===== config.mk =====
export PLATFORM = sky130hd
export DESIGN_NAME = watchdog_timer_control
export DESIGN_NICKNAME = d
export VERILOG_FILES = /design/src/rtl/watchdog_pkg.sv /design/src/rtl/watchdog_counter.sv /design/src/rtl/watchdog_change_window.sv /design/src/rtl/watchdog_timer_control.sv
export VERILOG_INCLUDE_DIRS = /design/src /design/src/rtl
export SDC_FILE = /design/constraint.sdc
export NUM_CORES = 1
export LEC_CHECK = 0
export ABC_CLOCK_PERIOD_IN_PS = 8800
export BUFFER_PORTS_ARGS = -buffer_cell sky130_fd_sc_hd__buf_2
export CELL_PAD_IN_SITES_DETAIL_PLACEMENT = 0
export CELL_PAD_IN_SITES_GLOBAL_PLACEMENT = 1
export CORE_UTILIZATION = 40
export DETAILED_ROUTE_END_ITERATION = 6
export PLACE_DENSITY = 0.82
export SYNTH_ARGS = -nofsm -noshare
export SYNTH_HDL_FRONTEND = slang
export SYNTH_SLANG_ARGS = --single-unit

===== constraint.sdc =====
create_clock -name clk -period 8.8 [get_ports clk]
set_input_delay 0.88 -clock clk [delete_from_list [all_inputs] [get_ports clk]]
set_output_delay 0.88 -clock clk [all_outputs]
set_load 0.01 [all_outputs]

===== src/rtl/watchdog_map.svh =====
// watchdog constants: offsets, field positions, reset values, counts
// assumes inclusion by the watchdog package and modules only
`ifndef WATCHDOG_MAP_SVH
`define WATCHDOG_MAP_SVH

// ============================================================
// bus layout
`define WDT_AXI_ADDR_W       8
`define WDT_CSR_OFFSET       8'h00
`define WDT_RESP_OKAY        2'h0
`define WDT_RESP_SLVERR      2'h2

// ============================================================
// control and status field positions
`define WDT_FLAG_BIT         7
`define WDT_IRQ_EN_BIT       6
`define WDT_PS3_BIT          5
`define WDT_CE_BIT           4
`define WDT_SRE_BIT          3
`define WDT_PS_LO_MSB        2
`define WDT_CSR_RESET        8'h00

// ============================================================
// timing
`define WDT_OSC_KHZ          128
`define WDT_CE_WINDOW_CYCLES 3'h4
`define WDT_CNT_W            21
`define WDT_BASE_TIMEOUT     21'h000800
`define WDT_PS_MAX_CODE      4'h9

`endif


===== src/rtl/watchdog_pkg.sv =====
// watchdog state types
// assumes watchdog_map.svh is on the include path
`include "watchdog_map.svh"

package watchdog_pkg;

	typedef logic [`WDT_CNT_W-1:0] count_t;

	typedef struct packed {
		logic                       flag;
		logic                       irq_en;
		logic                       sys_rst_en;
		logic [3:0]                 prescale;
		logic                       irq;
		logic                       rst;
		logic                       awready;
		logic                       wready;
		logic                       aw_got;
		logic                       w_got;
		logic [`WDT_AXI_ADDR_W-1:0] aw_addr;
		logic [7:0]                 wbyte;
		logic                       wlane;
		logic                       bvalid;
		logic [1:0]                 bresp;
		logic                       arready;
		logic                       rvalid;
		logic [31:0]                rdata;
		logic [1:0]                 rresp;
	} csr_state_s;

	typedef struct packed {
		count_t count;
		logic   expire;
	} cnt_state_s;

	typedef struct packed {
		logic       open;
		logic [2:0] left;
	} ce_state_s;

endpackage : watchdog_pkg


===== src/rtl/watchdog_counter.sv =====
// oscillator tick counter with prescaled time-out compare
// assumes osc_tick is a one-cycle pulse synchronous to clk
`timescale 1ns/1ps
`include "watchdog_map.svh"

module watchdog_counter
	import watchdog_pkg::*;
(
	input  wire logic       clk,
	input  wire logic       srst,
	input  wire logic       osc_tick,
	input  wire logic       restart,
	input  wire logic       run,
	input  wire logic [3:0] prescale,
	output logic            expire
);

	cnt_state_s st_r;
	cnt_state_s st_nxt;

	// ============================================================
	// time-out limit per prescale code
	function automatic count_t timeout_limit(input logic [3:0] code);
		logic [3:0] c;
		c = (code > `WDT_PS_MAX_CODE) ? `WDT_PS_MAX_CODE : code;
		timeout_limit = count_t'(`WDT_BASE_TIMEOUT << c);
	endfunction : timeout_limit

	// ============================================================
	// counting
	always_comb begin
		st_nxt        = st_r;
		st_nxt.expire = 1'b0;
		if (restart || !run) begin
			st_nxt.count = '0;
		end else if (osc_tick) begin
			if (st_r.count + count_t'(1) >= timeout_limit(prescale)) begin
				st_nxt.count  = '0;
				st_nxt.expire = 1'b1;
			end else begin
				st_nxt.count = st_r.count + count_t'(1);
			end
		end
	end

	always_ff @(posedge clk) begin
		if (srst) begin
			st_r <= '0;
		end else begin
			st_r <= st_nxt;
		end
	end

	assign expire = st_r.expire;

endmodule : watchdog_counter


===== src/rtl/watchdog_change_window.sv =====
// timed change-enable window
// assumes arm and disarm are one-cycle register write strobes
`timescale 1ns/1ps
`include "watchdog_map.svh"

module watchdog_change_window
	import watchdog_pkg::*;
(
	input  wire logic clk,
	input  wire logic srst,
	input  wire logic arm,
	input  wire logic disarm,
	output logic      open
);

	ce_state_s st_r;
	ce_state_s st_nxt;

	// ============================================================
	// window timing
	always_comb begin
		st_nxt = st_r;
		if (arm) begin
			st_nxt.open = 1'b1;
			st_nxt.left = `WDT_CE_WINDOW_CYCLES;
		end else if (disarm) begin
			st_nxt.open = 1'b0;
			st_nxt.left = 3'h0;
		end else if (st_r.left != 3'h0) begin
			st_nxt.left = st_r.left - 3'h1;
			if (st_r.left == 3'h1) begin
				st_nxt.open = 1'b0;
			end
		end
	end

	always_ff @(posedge clk) begin
		if (srst) begin
			st_r <= '0;
		end else begin
			st_r <= st_nxt;
		end
	end

	assign open = st_r.open;

endmodule : watchdog_change_window


===== src/rtl/watchdog_timer_control.sv =====
// watchdog control and status register, mode logic and bus slave
// assumes an AXI4-Lite master on clk and a synchronous oscillator tick
`timescale 1ns/1ps
`include "watchdog_map.svh"

module watchdog_timer_control
	import watchdog_pkg::*;
(
	input  wire logic                       clk,
	input  wire logic                       srst,
	input  wire logic [`WDT_AXI_ADDR_W-1:0] s_axi_awaddr,
	input  wire logic                       s_axi_awvalid,
	output logic                            s_axi_awready,
	input  wire logic [31:0]                s_axi_wdata,
	input  wire logic [3:0]                 s_axi_wstrb,
	input  wire logic                       s_axi_wvalid,
	output logic                            s_axi_wready,
	output logic [1:0]                      s_axi_bresp,
	output logic                            s_axi_bvalid,
	input  wire logic                       s_axi_bready,
	input  wire logic [`WDT_AXI_ADDR_W-1:0] s_axi_araddr,
	input  wire logic                       s_axi_arvalid,
	output logic                            s_axi_arready,
	output logic [31:0]                     s_axi_rdata,
	output logic [1:0]                      s_axi_rresp,
	output logic                            s_axi_rvalid,
	input  wire logic                       s_axi_rready,
	input  wire logic                       osc_tick,
	input  wire logic                       wdr_exec,
	input  wire logic                       irq_vector_ack,
	input  wire logic                       global_irq_enable,
	input  wire logic                       always_on_fuse,
	input  wire logic                       reset_cause_flag,
	output logic                            timeout_irq,
	output logic                            sys_reset_pulse
);

	csr_state_s st_r;
	csr_state_s st_nxt;
	logic       expire;
	logic       ce_open;
	logic       csr_wr;
	logic       ce_arm;
	logic       ce_disarm;
	logic       run;
	logic [7:0] wb;

	// ============================================================
	// register byte image
	function automatic logic [7:0] csr_image(input csr_state_s s, input logic ce);
		logic [7:0] v;
		v                    = `WDT_CSR_RESET;
		v[`WDT_FLAG_BIT]     = s.flag;
		v[`WDT_IRQ_EN_BIT]   = s.irq_en;
		v[`WDT_PS3_BIT]      = s.prescale[3];
		v[`WDT_CE_BIT]       = ce;
		v[`WDT_SRE_BIT]      = s.sys_rst_en;
		v[`WDT_PS_LO_MSB:0]  = s.prescale[2:0];
		csr_image            = v;
	endfunction : csr_image

	function automatic logic addr_hit(input logic [`WDT_AXI_ADDR_W-1:0] a);
		addr_hit = (a[`WDT_AXI_ADDR_W-1:2] == (`WDT_AXI_ADDR_W-2)'(`WDT_CSR_OFFSET >> 2));
	endfunction : addr_hit

	// ============================================================
	// helpers
	assign wb        = st_r.wbyte;
	assign csr_wr    = st_r.aw_got && st_r.w_got && !st_r.bvalid && addr_hit(st_r.aw_addr) && st_r.wlane;
	assign ce_arm    = csr_wr && wb[`WDT_CE_BIT];
	assign ce_disarm = csr_wr && !wb[`WDT_CE_BIT];
	assign run       = st_r.sys_rst_en || st_r.irq_en;

	// ============================================================
	// next state
	always_comb begin
		st_nxt     = st_r;
		st_nxt.rst = 1'b0;

		// write address and data channels, either order
		if (s_axi_awvalid && st_r.awready) begin
			st_nxt.aw_got  = 1'b1;
			st_nxt.aw_addr = s_axi_awaddr;
		end
		if (s_axi_wvalid && st_r.wready) begin
			st_nxt.w_got = 1'b1;
			st_nxt.wbyte = s_axi_wdata[7:0];
			st_nxt.wlane = s_axi_wstrb[0];
		end

		// vector execution
		if (irq_vector_ack) begin
			st_nxt.flag = 1'b0;
			// combined falls back to reset mode
			if (st_r.sys_rst_en) begin
				st_nxt.irq_en = 1'b0;
			end
		end

		// register write
		if (st_r.aw_got && st_r.w_got && !st_r.bvalid) begin
			st_nxt.aw_got = 1'b0;
			st_nxt.w_got  = 1'b0;
			st_nxt.bvalid = 1'b1;
			st_nxt.bresp  = addr_hit(st_r.aw_addr) ? `WDT_RESP_OKAY : `WDT_RESP_SLVERR;
			if (csr_wr) begin
				if (wb[`WDT_FLAG_BIT]) begin
					st_nxt.flag = 1'b0;
				end
				st_nxt.irq_en = wb[`WDT_IRQ_EN_BIT];
				if (wb[`WDT_SRE_BIT]) begin
					st_nxt.sys_rst_en = 1'b1;
				end else if (ce_open) begin
					st_nxt.sys_rst_en = 1'b0;
				end
				if (ce_open) begin
					st_nxt.prescale = {wb[`WDT_PS3_BIT], wb[`WDT_PS_LO_MSB:0]};
				end
			end
		end
		if (st_r.bvalid && s_axi_bready) begin
			st_nxt.bvalid = 1'b0;
		end

		// read channel
		if (s_axi_arvalid && st_r.arready) begin
			st_nxt.rvalid = 1'b1;
			if (addr_hit(s_axi_araddr)) begin
				st_nxt.rdata = {24'h000000, csr_image(st_r, ce_open)};
				st_nxt.rresp = `WDT_RESP_OKAY;
			end else begin
				st_nxt.rdata = 32'h00000000;
				st_nxt.rresp = `WDT_RESP_SLVERR;
			end
		end else if (st_r.rvalid && s_axi_rready) begin
			st_nxt.rvalid = 1'b0;
		end

		// expiry actions, set wins over clear
		if (expire) begin
			if (st_r.sys_rst_en && (!st_r.irq_en || st_r.flag)) begin
				st_nxt.rst = 1'b1;
			end
			if (st_r.irq_en && !(st_r.sys_rst_en && st_r.flag)) begin
				st_nxt.flag = 1'b1;
			end
		end

		if (reset_cause_flag) begin
			st_nxt.sys_rst_en = 1'b1;
		end
		if (always_on_fuse) begin
			st_nxt.sys_rst_en = 1'b1;
			st_nxt.irq_en     = 1'b0;
		end

		st_nxt.irq = global_irq_enable && st_nxt.irq_en && st_nxt.flag;

		st_nxt.awready = !st_nxt.aw_got && !st_nxt.bvalid;
		st_nxt.wready  = !st_nxt.w_got && !st_nxt.bvalid;
		st_nxt.arready = !st_nxt.rvalid;
	end

	// ============================================================
	// state register
	always_ff @(posedge clk) begin
		if (srst) begin
			st_r <= '0;
		end else begin
			st_r <= st_nxt;
		end
	end

	// ============================================================
	// sub blocks
	// restart on instruction or reset
	watchdog_counter u_counter (
		.clk      (clk),
		.srst     (srst),
		.osc_tick (osc_tick),
		.restart  (wdr_exec),
		.run      (run),
		.prescale (st_r.prescale),
		.expire   (expire)
	);

	watchdog_change_window u_window (
		.clk    (clk),
		.srst   (srst),
		.arm    (ce_arm),
		.disarm (ce_disarm),
		.open   (ce_open)
	);

	// ============================================================
	// outputs
	assign s_axi_awready   = st_r.awready;
	assign s_axi_wready    = st_r.wready;
	assign s_axi_bresp     = st_r.bresp;
	assign s_axi_bvalid    = st_r.bvalid;
	assign s_axi_arready   = st_r.arready;
	assign s_axi_rdata     = st_r.rdata;
	assign s_axi_rresp     = st_r.rresp;
	assign s_axi_rvalid    = st_r.rvalid;
	assign timeout_irq     = st_r.irq;
	assign sys_reset_pulse = st_r.rst;

endmodule : watchdog_timer_control


# [Word level (Yosys, flattened, before mapping)]
# Index checks and enable logic that the tools add are counted.
[op_classes] reduce_logical=45 addsub=2 eq_ne=1 bitwise_logic=2 order_cmp=2 shifts=1 n_mux=29
[ops] cell="$add 21x1->21 const B" n=1
[ops] cell="$ge 21x21->1" n=1
[ops] cell="$mux 21" n=1
[ops] cell="$shl 12x4->21 const A" n=1
[ops] cell="$mux 4" n=5
[ops] cell="$logic_and 1x1->1" n=18
[ops] cell="$mux 1" n=15
[ops] cell="$reduce_bool 3->1" n=5
[ops] cell="$mux 7" n=2
[ops] cell="$logic_not 6->1" n=2
[ops] cell="$mux 10" n=1
[ops] cell="$logic_not 1->1" n=9
[ops] cell="$mux 2" n=4
[ops] cell="$reduce_and 3->1" n=2
[ops] cell="$reduce_or 3->1" n=2
[ops] cell="$gt 4x4->1 const B" n=1
[ops] cell="$reduce_bool 4->1" n=1
[ops] cell="$reduce_or 2->1" n=2
[ops] cell="$eq 3x1->1 const B" n=1
[ops] cell="$logic_or 1x1->1" n=3
[ops] cell="$mux 3" n=1
[ops] cell="$sub 3x1->3 const B" n=1
[ops] cell="$not 1->1" n=2
[ops] cell="$reduce_and 2->1" n=1
[totals] reg_bits=95 input_bits=65 elab_cells=106 output_inout_bits=43

# [Longest topological paths before layout]
# Gate-level depths: netlist of run 1.
[depth] depth_word=10 depth_mapped=14 mapped_depth_nobuf=12

# [Cells and area by module]
# From an unflattened synthesis of run 1, not the netlist that was laid out.
[unflattened] cells_unflattened=440 hier_area_um2=3627.2
[by_module_without_submodules] mod="watchdog_timer_control" cells_per_inst=208 seq_area_each_um2=820.8 n_inst=1 area_per_inst_um2=1775.5
[by_module_without_submodules] mod="watchdog_counter" cells_per_inst=208 seq_area_each_um2=440.4 n_inst=1 area_per_inst_um2=1635.3
[by_module_without_submodules] mod="watchdog_change_window" cells_per_inst=24 seq_area_each_um2=80.1 n_inst=1 area_per_inst_um2=216.5

# [Worst setup path before layout of run 1]
# No wires, ideal clock.
[synth_path] path_type="reg-to-reg" start="reg u_counter.st_r[1] in the netlist's numbering" end="reg u_counter.st_r[20] in the netlist's numbering" synth_period_minus_slack_ns=2.996 stages_incl_launch_ff=13 n_path_buf=1 path_slack_ns=5.804 t_required_ns=8.726 arrival_ns=2.922 setup_time_ns=0.074 cell_sequence="dfxtp_1 -> ha_1 -> nand3_1 -> or4_4 -> nor2_4 -> xor2_2 -> ha_1 -> a21oi_1 -> o21ai_0 -> nor4_2 -> buf_4 -> or4b_1 -> o21ai_0"
[synth_between] elab_chain_cells=3
[synth_lines] element="start: declaration" line_no="watchdog_counter.sv:18" source="cnt_state_s st_r;"
[synth_lines] element="start signal: assignment" line_no="watchdog_counter.sv:50" source="st_r <= st_nxt;"
[synth_lines] element="$add 21x1->21 *" line_no="watchdog_counter.sv:37, watchdog_counter.sv:41"
[synth_lines] element="$ge 21x21->1" line_no="watchdog_counter.sv:37" source="if (st_r.count + count_t'(1) >= timeout_limit(prescale)) begin"
[synth_lines] element="$mux 21 *" line_no="watchdog_counter.sv:37"
# Every way passes the cells marked *; elsewhere a longest branch is shown, timed or not.
# A chain may end at the register's enable or synchronous reset.

# [Final worst setup path of run 1]
[layout_path] start="reg u_counter.st_r[1] in the netlist's numbering" end="reg u_counter.st_r[17] in the netlist's numbering"
# The elaborated chain is that of the path after synthesis.

==> results of run 1 <==
==> layer usage <==
layer  up-vias  track usage, %  share of wire (%)
li1       1471               -                  -
met1      1335            22.0                 48
met2        76            25.4                 46
met3         9            4.07                4.6
met4         0            6.82                1.4
met5         -               0                  0
==> cell usage in the layout (no fill, tap or decap), types with 10 or more instances in the layout <==
| master | synthesis | routed |
|---|---|---|
| a21oi_1 | 39 | 39 |
| dfxtp_1 | 67 | 67 |
| conb_1 | 1 | 26 |
| xnor2_1 | 11 | 11 |
| buf_2 | 4 | 50 |
| nand2_1 | 58 | 58 |
| nand3_1 | 35 | 35 |
| nor3_1 | 11 | 11 |
| ha_1 | 14 | 14 |
| nor2_1 | 36 | 36 |
| inv_1 | 10 | 10 |
==> sequential cells by signal (all words and copies together) (netlist names), 3 cells and up <==
name            count
u_counter.st_r     21
wb                  8
st_r               16
u_window.st_r       3
s_axi_rdata         8
==> worst min-delay path, stage by stage, from the launching register on <==
cell and delay, ns:
dfxtp_1 0.32, nand2_1 0.06, nor3_1 0.04
==> final timing paths <==
path,to,slack (ns),cells after the start
setup / recovery,u_counter.st_r[17],5.39,12
hold / removal,sys_reset_pulse,0.46,2
setup reg to reg,u_counter.st_r[17],5.39,12
hold reg to reg,sys_reset_pulse,0.46,2
==> area by class of cell <==
cell class	count	area share, %
Clock inverter	7	3.77
Clock buffer	9	3.19
Inverter	10	0.967
Sequential cell	67	34.6
Tap cell	105	3.38
Multi-Input combinational cell	317	47.5
Timing Repair Buffer	51	6.64
==> cells in the mapped netlist (2+ instances only) <==
cell / n
nand2b_1: 4
o21ai_0: 6
and4_1: 2
and3b_1: 2
a21oi_1: 39
buf_4: 37
xor2_1: 3
clkbuf_1: 11
dfxtp_1: 67
buf_2: 4
and3_1: 2
nand3b_1: 2
or4b_1: 3
a22o_1: 4
nand3_1: 35
nand4_1: 9
a21o_1: 2
o21ai_1: 2
a211oi_1: 3
nor2_1: 36
nor2b_1: 6
ha_1: 14
nand2_1: 58
or4_1: 2
mux2i_1: 5
xnor2_1: 11
and2_1: 2
nor3_1: 11
a22oi_1: 8
nor4_1: 4
inv_1: 10
==> stage by stage <==
stage                     utilization, %  cells  hold WS, ns  worst slack [ns]  cell area, um^2
after detailed placement            43.5    550        0.445              5.42             3610
after global routing                46.8    566        0.481              5.13             3880
after floorplan                        -    446        0.418              5.80             3560
after CTS                           46.8    566        0.455              5.37             3880
after global placement              43.5    550        0.443              5.46             3610
final                               46.8    566        0.456              5.39             3880
==> cell families after synthesis <==
kind of cell	share of synthesized area [%]
simple gates	27.9
compound gates	11.9
other cells	0.108
fa+ha+maj	5.05
xor+xnor	4.01
mux	1.44
buf+inv	10.9
flops	38.7
==> power by group through the flow <==
stage               Clock [mW]  Sequential (mW)  Combinational (mW)
floorplan                    0            0.330              0.0630
global placement             0            0.331              0.0696
detailed placement           0            0.331              0.0720
CTS                      0.353            0.325              0.0732
global route             0.364            0.327              0.0837
finish                   0.344            0.324              0.0722
==> summary by stage, run 1 <==
Synthesis
The sequential-to-total area share from yosys stat is 38.7%. The count of yosys warnings during synthesis is 0. The prevailing post-synth register cell is dfxtp_1. The cell area after technology mapping is 3470 um^2. The gate count after technology mapping is 421. The share of synthesized area in the top cell type comes to 38.7%.

The flip-flop and latch count after synthesis is 67. By area the synthesized netlist is led by dfxtp_1, buf_4, nand2_1. The cell type with the highest aggregate area in the netlist is dfxtp_1. Averaged over all synthesized cells, the footprint is ~8 um^2. In the synthesized netlist the async set-or-reset flop fraction comes to 0%. Yosys mapped a number of flops with a built-in enable equal to 0. The netlist uses 48 different library cells.

Worst setup path
On the worst path, the slowest cell contributes a delay of 0.58 ns. Walking the worst path, the cells encountered are ha_1, nand3_1, or4_4, nor2_4, xor2_2, ha_1, a21oi_1, o21ai_0, nor4_2, buf_4, or4b_1, o21ai_0. At the worst endpoint, the arrival time is 3.67 ns.

For the worst setup path, the data required time is 9.06 ns. STA classifies the critical path startpoint as a flip-flop. The kind of capture point of the worst setup path is a flip-flop. The cell family contributing the most delay on the critical path is simple AND/OR/NAND/NOR gates.

The startpoint of the worst register-to-register path is u_counter.st_r[1]. The critical setup path kind is flip-flop to flip-flop. Of all nets on the critical path, the largest fanout is 21. The count of buffering cells on the critical path with inverters included is 1. The critical path starts at u_counter.st_r[1]. The slowest cell on the critical path is or4_4.

STA
The final hold violation count is 0. In this run the tightest slew margin relative to its limit is 29.7%. Counting I/O delays and the setup requirement, the final critical path takes 3.41 ns. Derived from the worst setup path, the maximum achievable clock frequency is approximately 290 MHz. The pin slew with the least headroom to its limit is 1.05 ns.

On the final layout, the worst clock skew is approximately 0.0063 ns. Setup repair after global routing left no endpoint under its margin. Setup violations remaining at the end of the flow were counted as 0.

The final clock period utilization by the worst path is approximately two fifths. The max-slew violation count is 0. The final setup TNS is 0 ns.

Clocking
The number of hold buffers added after cts is 0. The library cell used as clock root buffer is clkbuf_8. The clock passes through at most 2 buffers. Clock tree synthesis found a total of 67 sinks. The TritonCTS clock tree is built. The H-tree was split into 3 levels. Buffers added to address setup during post-CTS repair amount to 0. Clock-pin slew was measured on the worst setup and hold paths at 0.08 ns.

The total clock buffers created by CTS is 9. The insertion delay of the later-clocked pin in the worst-skew pair is approximately 0.34 ns. Post-CTS repair changed the size of 0 cells.

Placement
Summed over all nets, the half-perimeter wirelength after detailed placement is roughly 5100 um. Routability-driven placement finished with a final weighted congestion of between 0.7 and 0.8. The number of buffers inserted by port buffering is 50.

Min path
The path type of the worst min-delay path is flip-flop to flip-flop. The startpoint identified for the worst hold timing path is u_counter.expire.

Global route
After global routing the overflow that remains totals 0. Entering global routing, the biggest net connects 46 pins. The number of antenna violations at the first check in global routing came to 0. The number of global-route vias before repair is 2491. In the global route stage, overall resource usage came out at 16.5%.

The first-pass GRT wire length is 11700 um.

Pwr
The net switching power of the design is between 0.15 and 0.2 mW. Summed over all cells, the static leakage comes to 1.56 nW. The share of total power in combinational logic is 9.8%. The largest vdd supply drop is 134 uV. For this design the ratio of total power to cell area is 191 nW/um^2.

Net switching is 23.7% of the power. The portion of total power attributed to sequential cells is 43.8%. The cell internal power dissipation is 0.565 mW. The total power after layout is around 0.74 mW. The clock network accounts for 46.5% of the total power.

Final layout
The number of antenna diodes in the final layout is 0. The final net count is 535. Summing all flip-flop and latch instances after layout gives 1340 um^2.

The post-synthesis to final-layout area growth is 11.9%. The ratio of cells with drive above 1 in the final layout is 16.7%. The area of combinational cells with multiple inputs is 1840 um^2.

The fill cell total of the finished layout is 824.

Floorplanning
The die covers 9040 um^2. After floorplanning, the core was divided into 33 placement rows. The die outline width is 95.1 um. In this run the vertical extent of the chip is 95.1 um.

For this design the top-level I/O count stands at 108. The core box area is 8300 um^2. The starting density of the core is 41.8%.

Route
The number of vias per cell is a little over 5. Summed over all layers, the routed wires come to 7080 um. After detailed routing, the average wire length per cell comes to 12.5 um. In this run, the number of DRC markers left after iteration 0 of detailed routing was around 180.

The first TritonRoute pass finished after 5 iterations. The DRC violation count after routing is 0. Once detail routing completed, the nets flagged for antenna violations numbered 0. The detailed router placed between 2000 and 3000 vias in this run.

Run
The count of max-cap constraint violations is 0.

Run status
The run finished with clean final reports.
Note: power is estimated with default switching activity, not from simulation.
==> inputs of run 2 (changes only) <==
--- a/config.mk
+++ b/config.mk
@@ -6,13 +6,14 @@
 export SDC_FILE = /design/constraint.sdc
 export NUM_CORES = 1
 export LEC_CHECK = 0
-export ABC_CLOCK_PERIOD_IN_PS = 8800
+export ABC_AREA = 1
+export ABC_CLOCK_PERIOD_IN_PS = 3150
 export BUFFER_PORTS_ARGS = -buffer_cell sky130_fd_sc_hd__buf_2
 export CELL_PAD_IN_SITES_DETAIL_PLACEMENT = 0
 export CELL_PAD_IN_SITES_GLOBAL_PLACEMENT = 1
-export CORE_UTILIZATION = 40
+export CORE_UTILIZATION = 36
 export DETAILED_ROUTE_END_ITERATION = 6
-export PLACE_DENSITY = 0.82
+export PLACE_DENSITY = 0.76
 export SYNTH_ARGS = -nofsm -noshare
 export SYNTH_HDL_FRONTEND = slang
 export SYNTH_SLANG_ARGS = --single-unit
==> constraint.sdc (replaced) <==
create_clock -name clk -period 3.15 [get_ports clk]
set_input_delay 0.315 -clock clk [delete_from_list [all_inputs] [get_ports clk]]
set_output_delay 0.315 -clock clk [all_outputs]
set_load 0.01 [all_outputs]
==> run 2 against run 1 <==
  * Total power rose to 2.5 times the previous value
  * Critical path type unchanged
  * Via count rose by 8.9%
  * Non-clock buffer count did not move
  * Wire length rose by 7.6%
  * Combinational power rose to 3.0 times the previous value
  * Largest power group is now registers
  * Synthesized area rose by 6.2%
  * Setup slack got worse by 4.9 ns
==> summary by stage, run 2 <==
Global route
The number of antenna violations at the first check in global routing is 0 (unchanged). The pin count of the biggest net entering global routing came to 29 (-37%). The first-pass GRT wire length is 12700 um (+9.3%). The global-route usage over all layers is 15.5% (-1.1 points). The number of global-route vias before repair is 2803 (+13%). The final global-route overflow total was 0 (unchanged).

STA
The tightest slew margin relative to the limit is 54.1% (+24 points). The final clock period utilization by the worst path came to 85.8% (+47 points). The final setup TNS came to 0 ns (unchanged). The tightest hold margin is 0.189 ns (-0.267 ns). Setup repair after global routing left no endpoint under its margin. The highest achievable clock rate came to 370 MHz (+26%). The pin slew with the least headroom to its limit came to 0.684 ns (-0.366 ns). The final clock skew is 0.0121 ns (+0.00586 ns). The final setup violation count is 0 (unchanged). The final hold violation count came to 0 (unchanged). The time the final worst path needs with I/O delays and setup came to 2.70 ns (-0.708 ns). The final critical-path setup slack is 0.447 ns (-4.94 ns). The max-slew violation count is 0 (unchanged).

Floorplanning
The count of standard-cell rows is 36 (+9.1%). The number of top-level design ports is 108 (unchanged). The floorplan die height is 103 um (+8.4%). The starting density of the core is 37.3% (-4.4 points). The total die area was 10600 um^2 (+18%). The core box area is 9860 um^2 (+19%). The die outline width came to 103 um (+8.4%).

Clocking
The clock input transition at the sequential cells of the worst setup and hold paths is 0.08 ns (about the same). The post-CTS setup buffer count is 0 (unchanged). The number of levels in the clock H-tree is 3 (unchanged). The TritonCTS clock tree is built. The total clock buffers created by CTS is 9 (unchanged). The count of clock tree sinks is 67 (unchanged).

The library cell used as clock root buffer is clkbuf_8. The post-cts gate resize count is 0 (unchanged). The number of hold buffers added after cts was 0 (unchanged). The worst-case clock buffer depth is 2 (unchanged). The insertion delay of the later-clocked pin in the worst-skew pair was 0.35 ns (about the same).

Final layout
The flip-flop count of the largest register after layout came to 21 (unchanged). The final net count is 642 (+20%). The final standard cell count with taps included and fillers excluded is 701 (+24%). The largest registers in the layout are u_counter.st_r: 21 flops, st_r: 16 flops. The most flop-heavy register is u_counter.st_r. Leaving out fill and tap cells, the most frequent cell in the layout is nand2_1. The number of diodes is 0 (unchanged). The post-synthesis to final-layout area growth is 11.1%.

Leaving out fill and tap cells, the most frequent cells in the layout are nand2_1, nor2_1, dfxtp_1. The ratio of cells with drive above 1 in the final layout is 17.8% (+1.1 points).

Worst setup path
The kind of capture point of the worst setup path is a flip-flop. The startpoint of the worst register-to-register path is u_counter.st_r[1]. The type of origin of the critical path is a flip-flop. The largest incremental delay on the critical path is 0.43 ns (-0.15 ns).

In this design, the critical path's most frequently occurring cell is nand2_1. The critical register-to-register path endpoint is u_counter.st_r[2]. The endpoint arrival time on the critical path is 2.97 ns (-0.70 ns). The most critical setup path has its endpoint at u_counter.st_r[2].

The family with the most delay on the worst path is simple AND/OR/NAND/NOR gates. The count of buffering cells on the critical path with inverters included came to 2 (+1). The source of the critical timing path is u_counter.st_r[1].

The highest fanout seen on the critical path is 20 (-4.8%). The critical path depth was 18 (+6). Walking the worst path, the cells encountered are ha_1, nand2_2, nor2_4, and2_4, nand2_1, nand2_1, nand2_2, ha_1, nand2_1, inv_1, a21oi_1, nand2_1, nand2_1, nand2_1, nand2_1, nand2_1, buf_12, a21oi_1. The worst reg-to-reg setup slack is 0.45 ns (-4.94 ns).

The number of cells on the worst reg-to-reg path is 18 (+6). The slowest stage of the critical path belongs to the cell dfxtp_1. The data required time at the worst endpoint is 3.42 ns (-5.64 ns). By startpoint and endpoint, the worst setup path is classified as flip-flop to flip-flop.

Route
The number of vias per cell is 4.49 (-12%). The number of search-and-repair iterations in the first detailed-routing pass came to 4 (-1). The count of routing violations after the opening detailed-route iteration is 105 (-42%). The total number of vias is 3149 (+8.9%). The DRC violation count after routing is 0 (unchanged). The per-cell routed wire length came to 10.9 um (-13%). The number of nets still failing antenna checks after routing is 0 (unchanged). The aggregate routed wire length is 7610 um (+7.6%).

Placement
The final weighted congestion of routability-driven global placement is 0.781 (-1.2%). The number of buffers inserted by port buffering was 50 (unchanged). The half-perimeter wire length after detailed placement came to 5640 um (+11%). The cell count after placement is 685 (+25%). The post-placement worst setup slack came to 0.462 ns (-4.96 ns).

Synthesis
The prevailing post-synth register cell is dfxtp_1. The synthesized area per cell is 7.05 um^2 (-14%). The distinct cell type count after synthesis was 41 (-15%). The number of flops mapped to enable cells by yosys is 0 (unchanged). By count the netlist is led by nand2_1, nor2_1, dfxtp_1.

Yosys instantiated no cell more often than nand2_1. The gate count after technology mapping is 522 (+24%). The flip-flop and latch count after synthesis is 67 (unchanged). The area share of the largest cell type after synthesis came to 36.4% (-2.3 points).

The share of async-settable or async-resettable flops after synthesis was 0% (unchanged). The count of yosys warnings during synthesis is 0 (unchanged). The cell type with the highest aggregate area in the netlist is dfxtp_1. After synthesis, the cell types taking the most area are dfxtp_1, nand2_1, nor2_1.

The cell area after technology mapping is 3680 um^2 (+6.2%). The sequential-to-total area share from yosys stat is 36.4% (-2.3 points).

Run status
The flow ran to the end, and the final reports show no timing, DRC or antenna violations.

Run
The count of max-cap constraint violations is 0 (unchanged).

Pwr
The power density of the placed cells is 456 nW/um^2 (+140%). The largest vdd supply drop came to 224 uV (+66%). The leakage power figure is 1.77 nW (+13%). The total power after layout is 1.86 mW (+150%).

Min path
The path type of the worst min-delay path is input port to flip-flop.
==> run 2: through the flow <==
step | instance area, um^2 | utilization (%)
4_1_cts | 4090 | 41.5
6_report | 4090 | 41.5
3_3_place_gp | 3890 | 39.5
5_1_grt | 4090 | 41.5
2_1_floorplan | 3780 | -
3_5_place_dp | 3890 | 39.5
==> run 2: worst min-delay path, cell delays in order <==
cell and delay (ns):
buf_2 0.10, nand2_1 0.05, nor2_1 0.03
==> run 2: area by class of cell <==
type / instances / area [um^2]
tap: 133 / 166
fill: 1045 / 5770
sequential: 67 / 1340
timing repair buffer: 51 / 270
clock buffer: 9 / 124
multi-input combinational: 390 / 1950
clock inverter: 7 / 76.3
inverter: 44 / 165
==> run 2: kinds of logic after synthesis <==
logic type	count (synthesis)	synth area share [%]
buf+inv	90	13.2
other cells	1	0.102
fa+ha+maj	14	4.76
xor+xnor	10	2.38
compound gates	70	10.3
simple gates	268	32.3
mux	2	0.544
flops	67	36.4
==> run 2: layer usage <==
| layer | share of wire [%] | GRT usage, % | up-vias | wire (um) |
|---|---|---|---|---|
| met2 | 45 | 24.8 | 56 | 3450 |
| met1 | 50 | 20.2 | 1407 | 3800 |
| met5 | 0 | 0 | - | 0 |
| met4 | 1.1 | 4.88 | 0 | 84 |
| li1 | - | - | 1677 | - |
| met3 | 3.7 | 4.27 | 9 | 281 |
==> run 2: how the worst min path moves through the flow <==
stage,start,depth (start not counted),slack (ns),to
6_report,global_irq_enable,3,0.19,timeout_irq
3_3_place_gp,st_r[56],1,0.43,s_axi_wready
5_1_grt,global_irq_enable,3,0.19,timeout_irq
4_1_cts,global_irq_enable,3,0.17,timeout_irq
3_5_place_dp,st_r[56],1,0.41,s_axi_wready
2_1_floorplan,srst,1,0.39,st_r[56]
==> run 2: where the power goes <==
group / internal [mW] / switching [mW]
registers: 0.886 / 0.0248
clock network: 0.371 / 0.368
logic: 0.0836 / 0.132
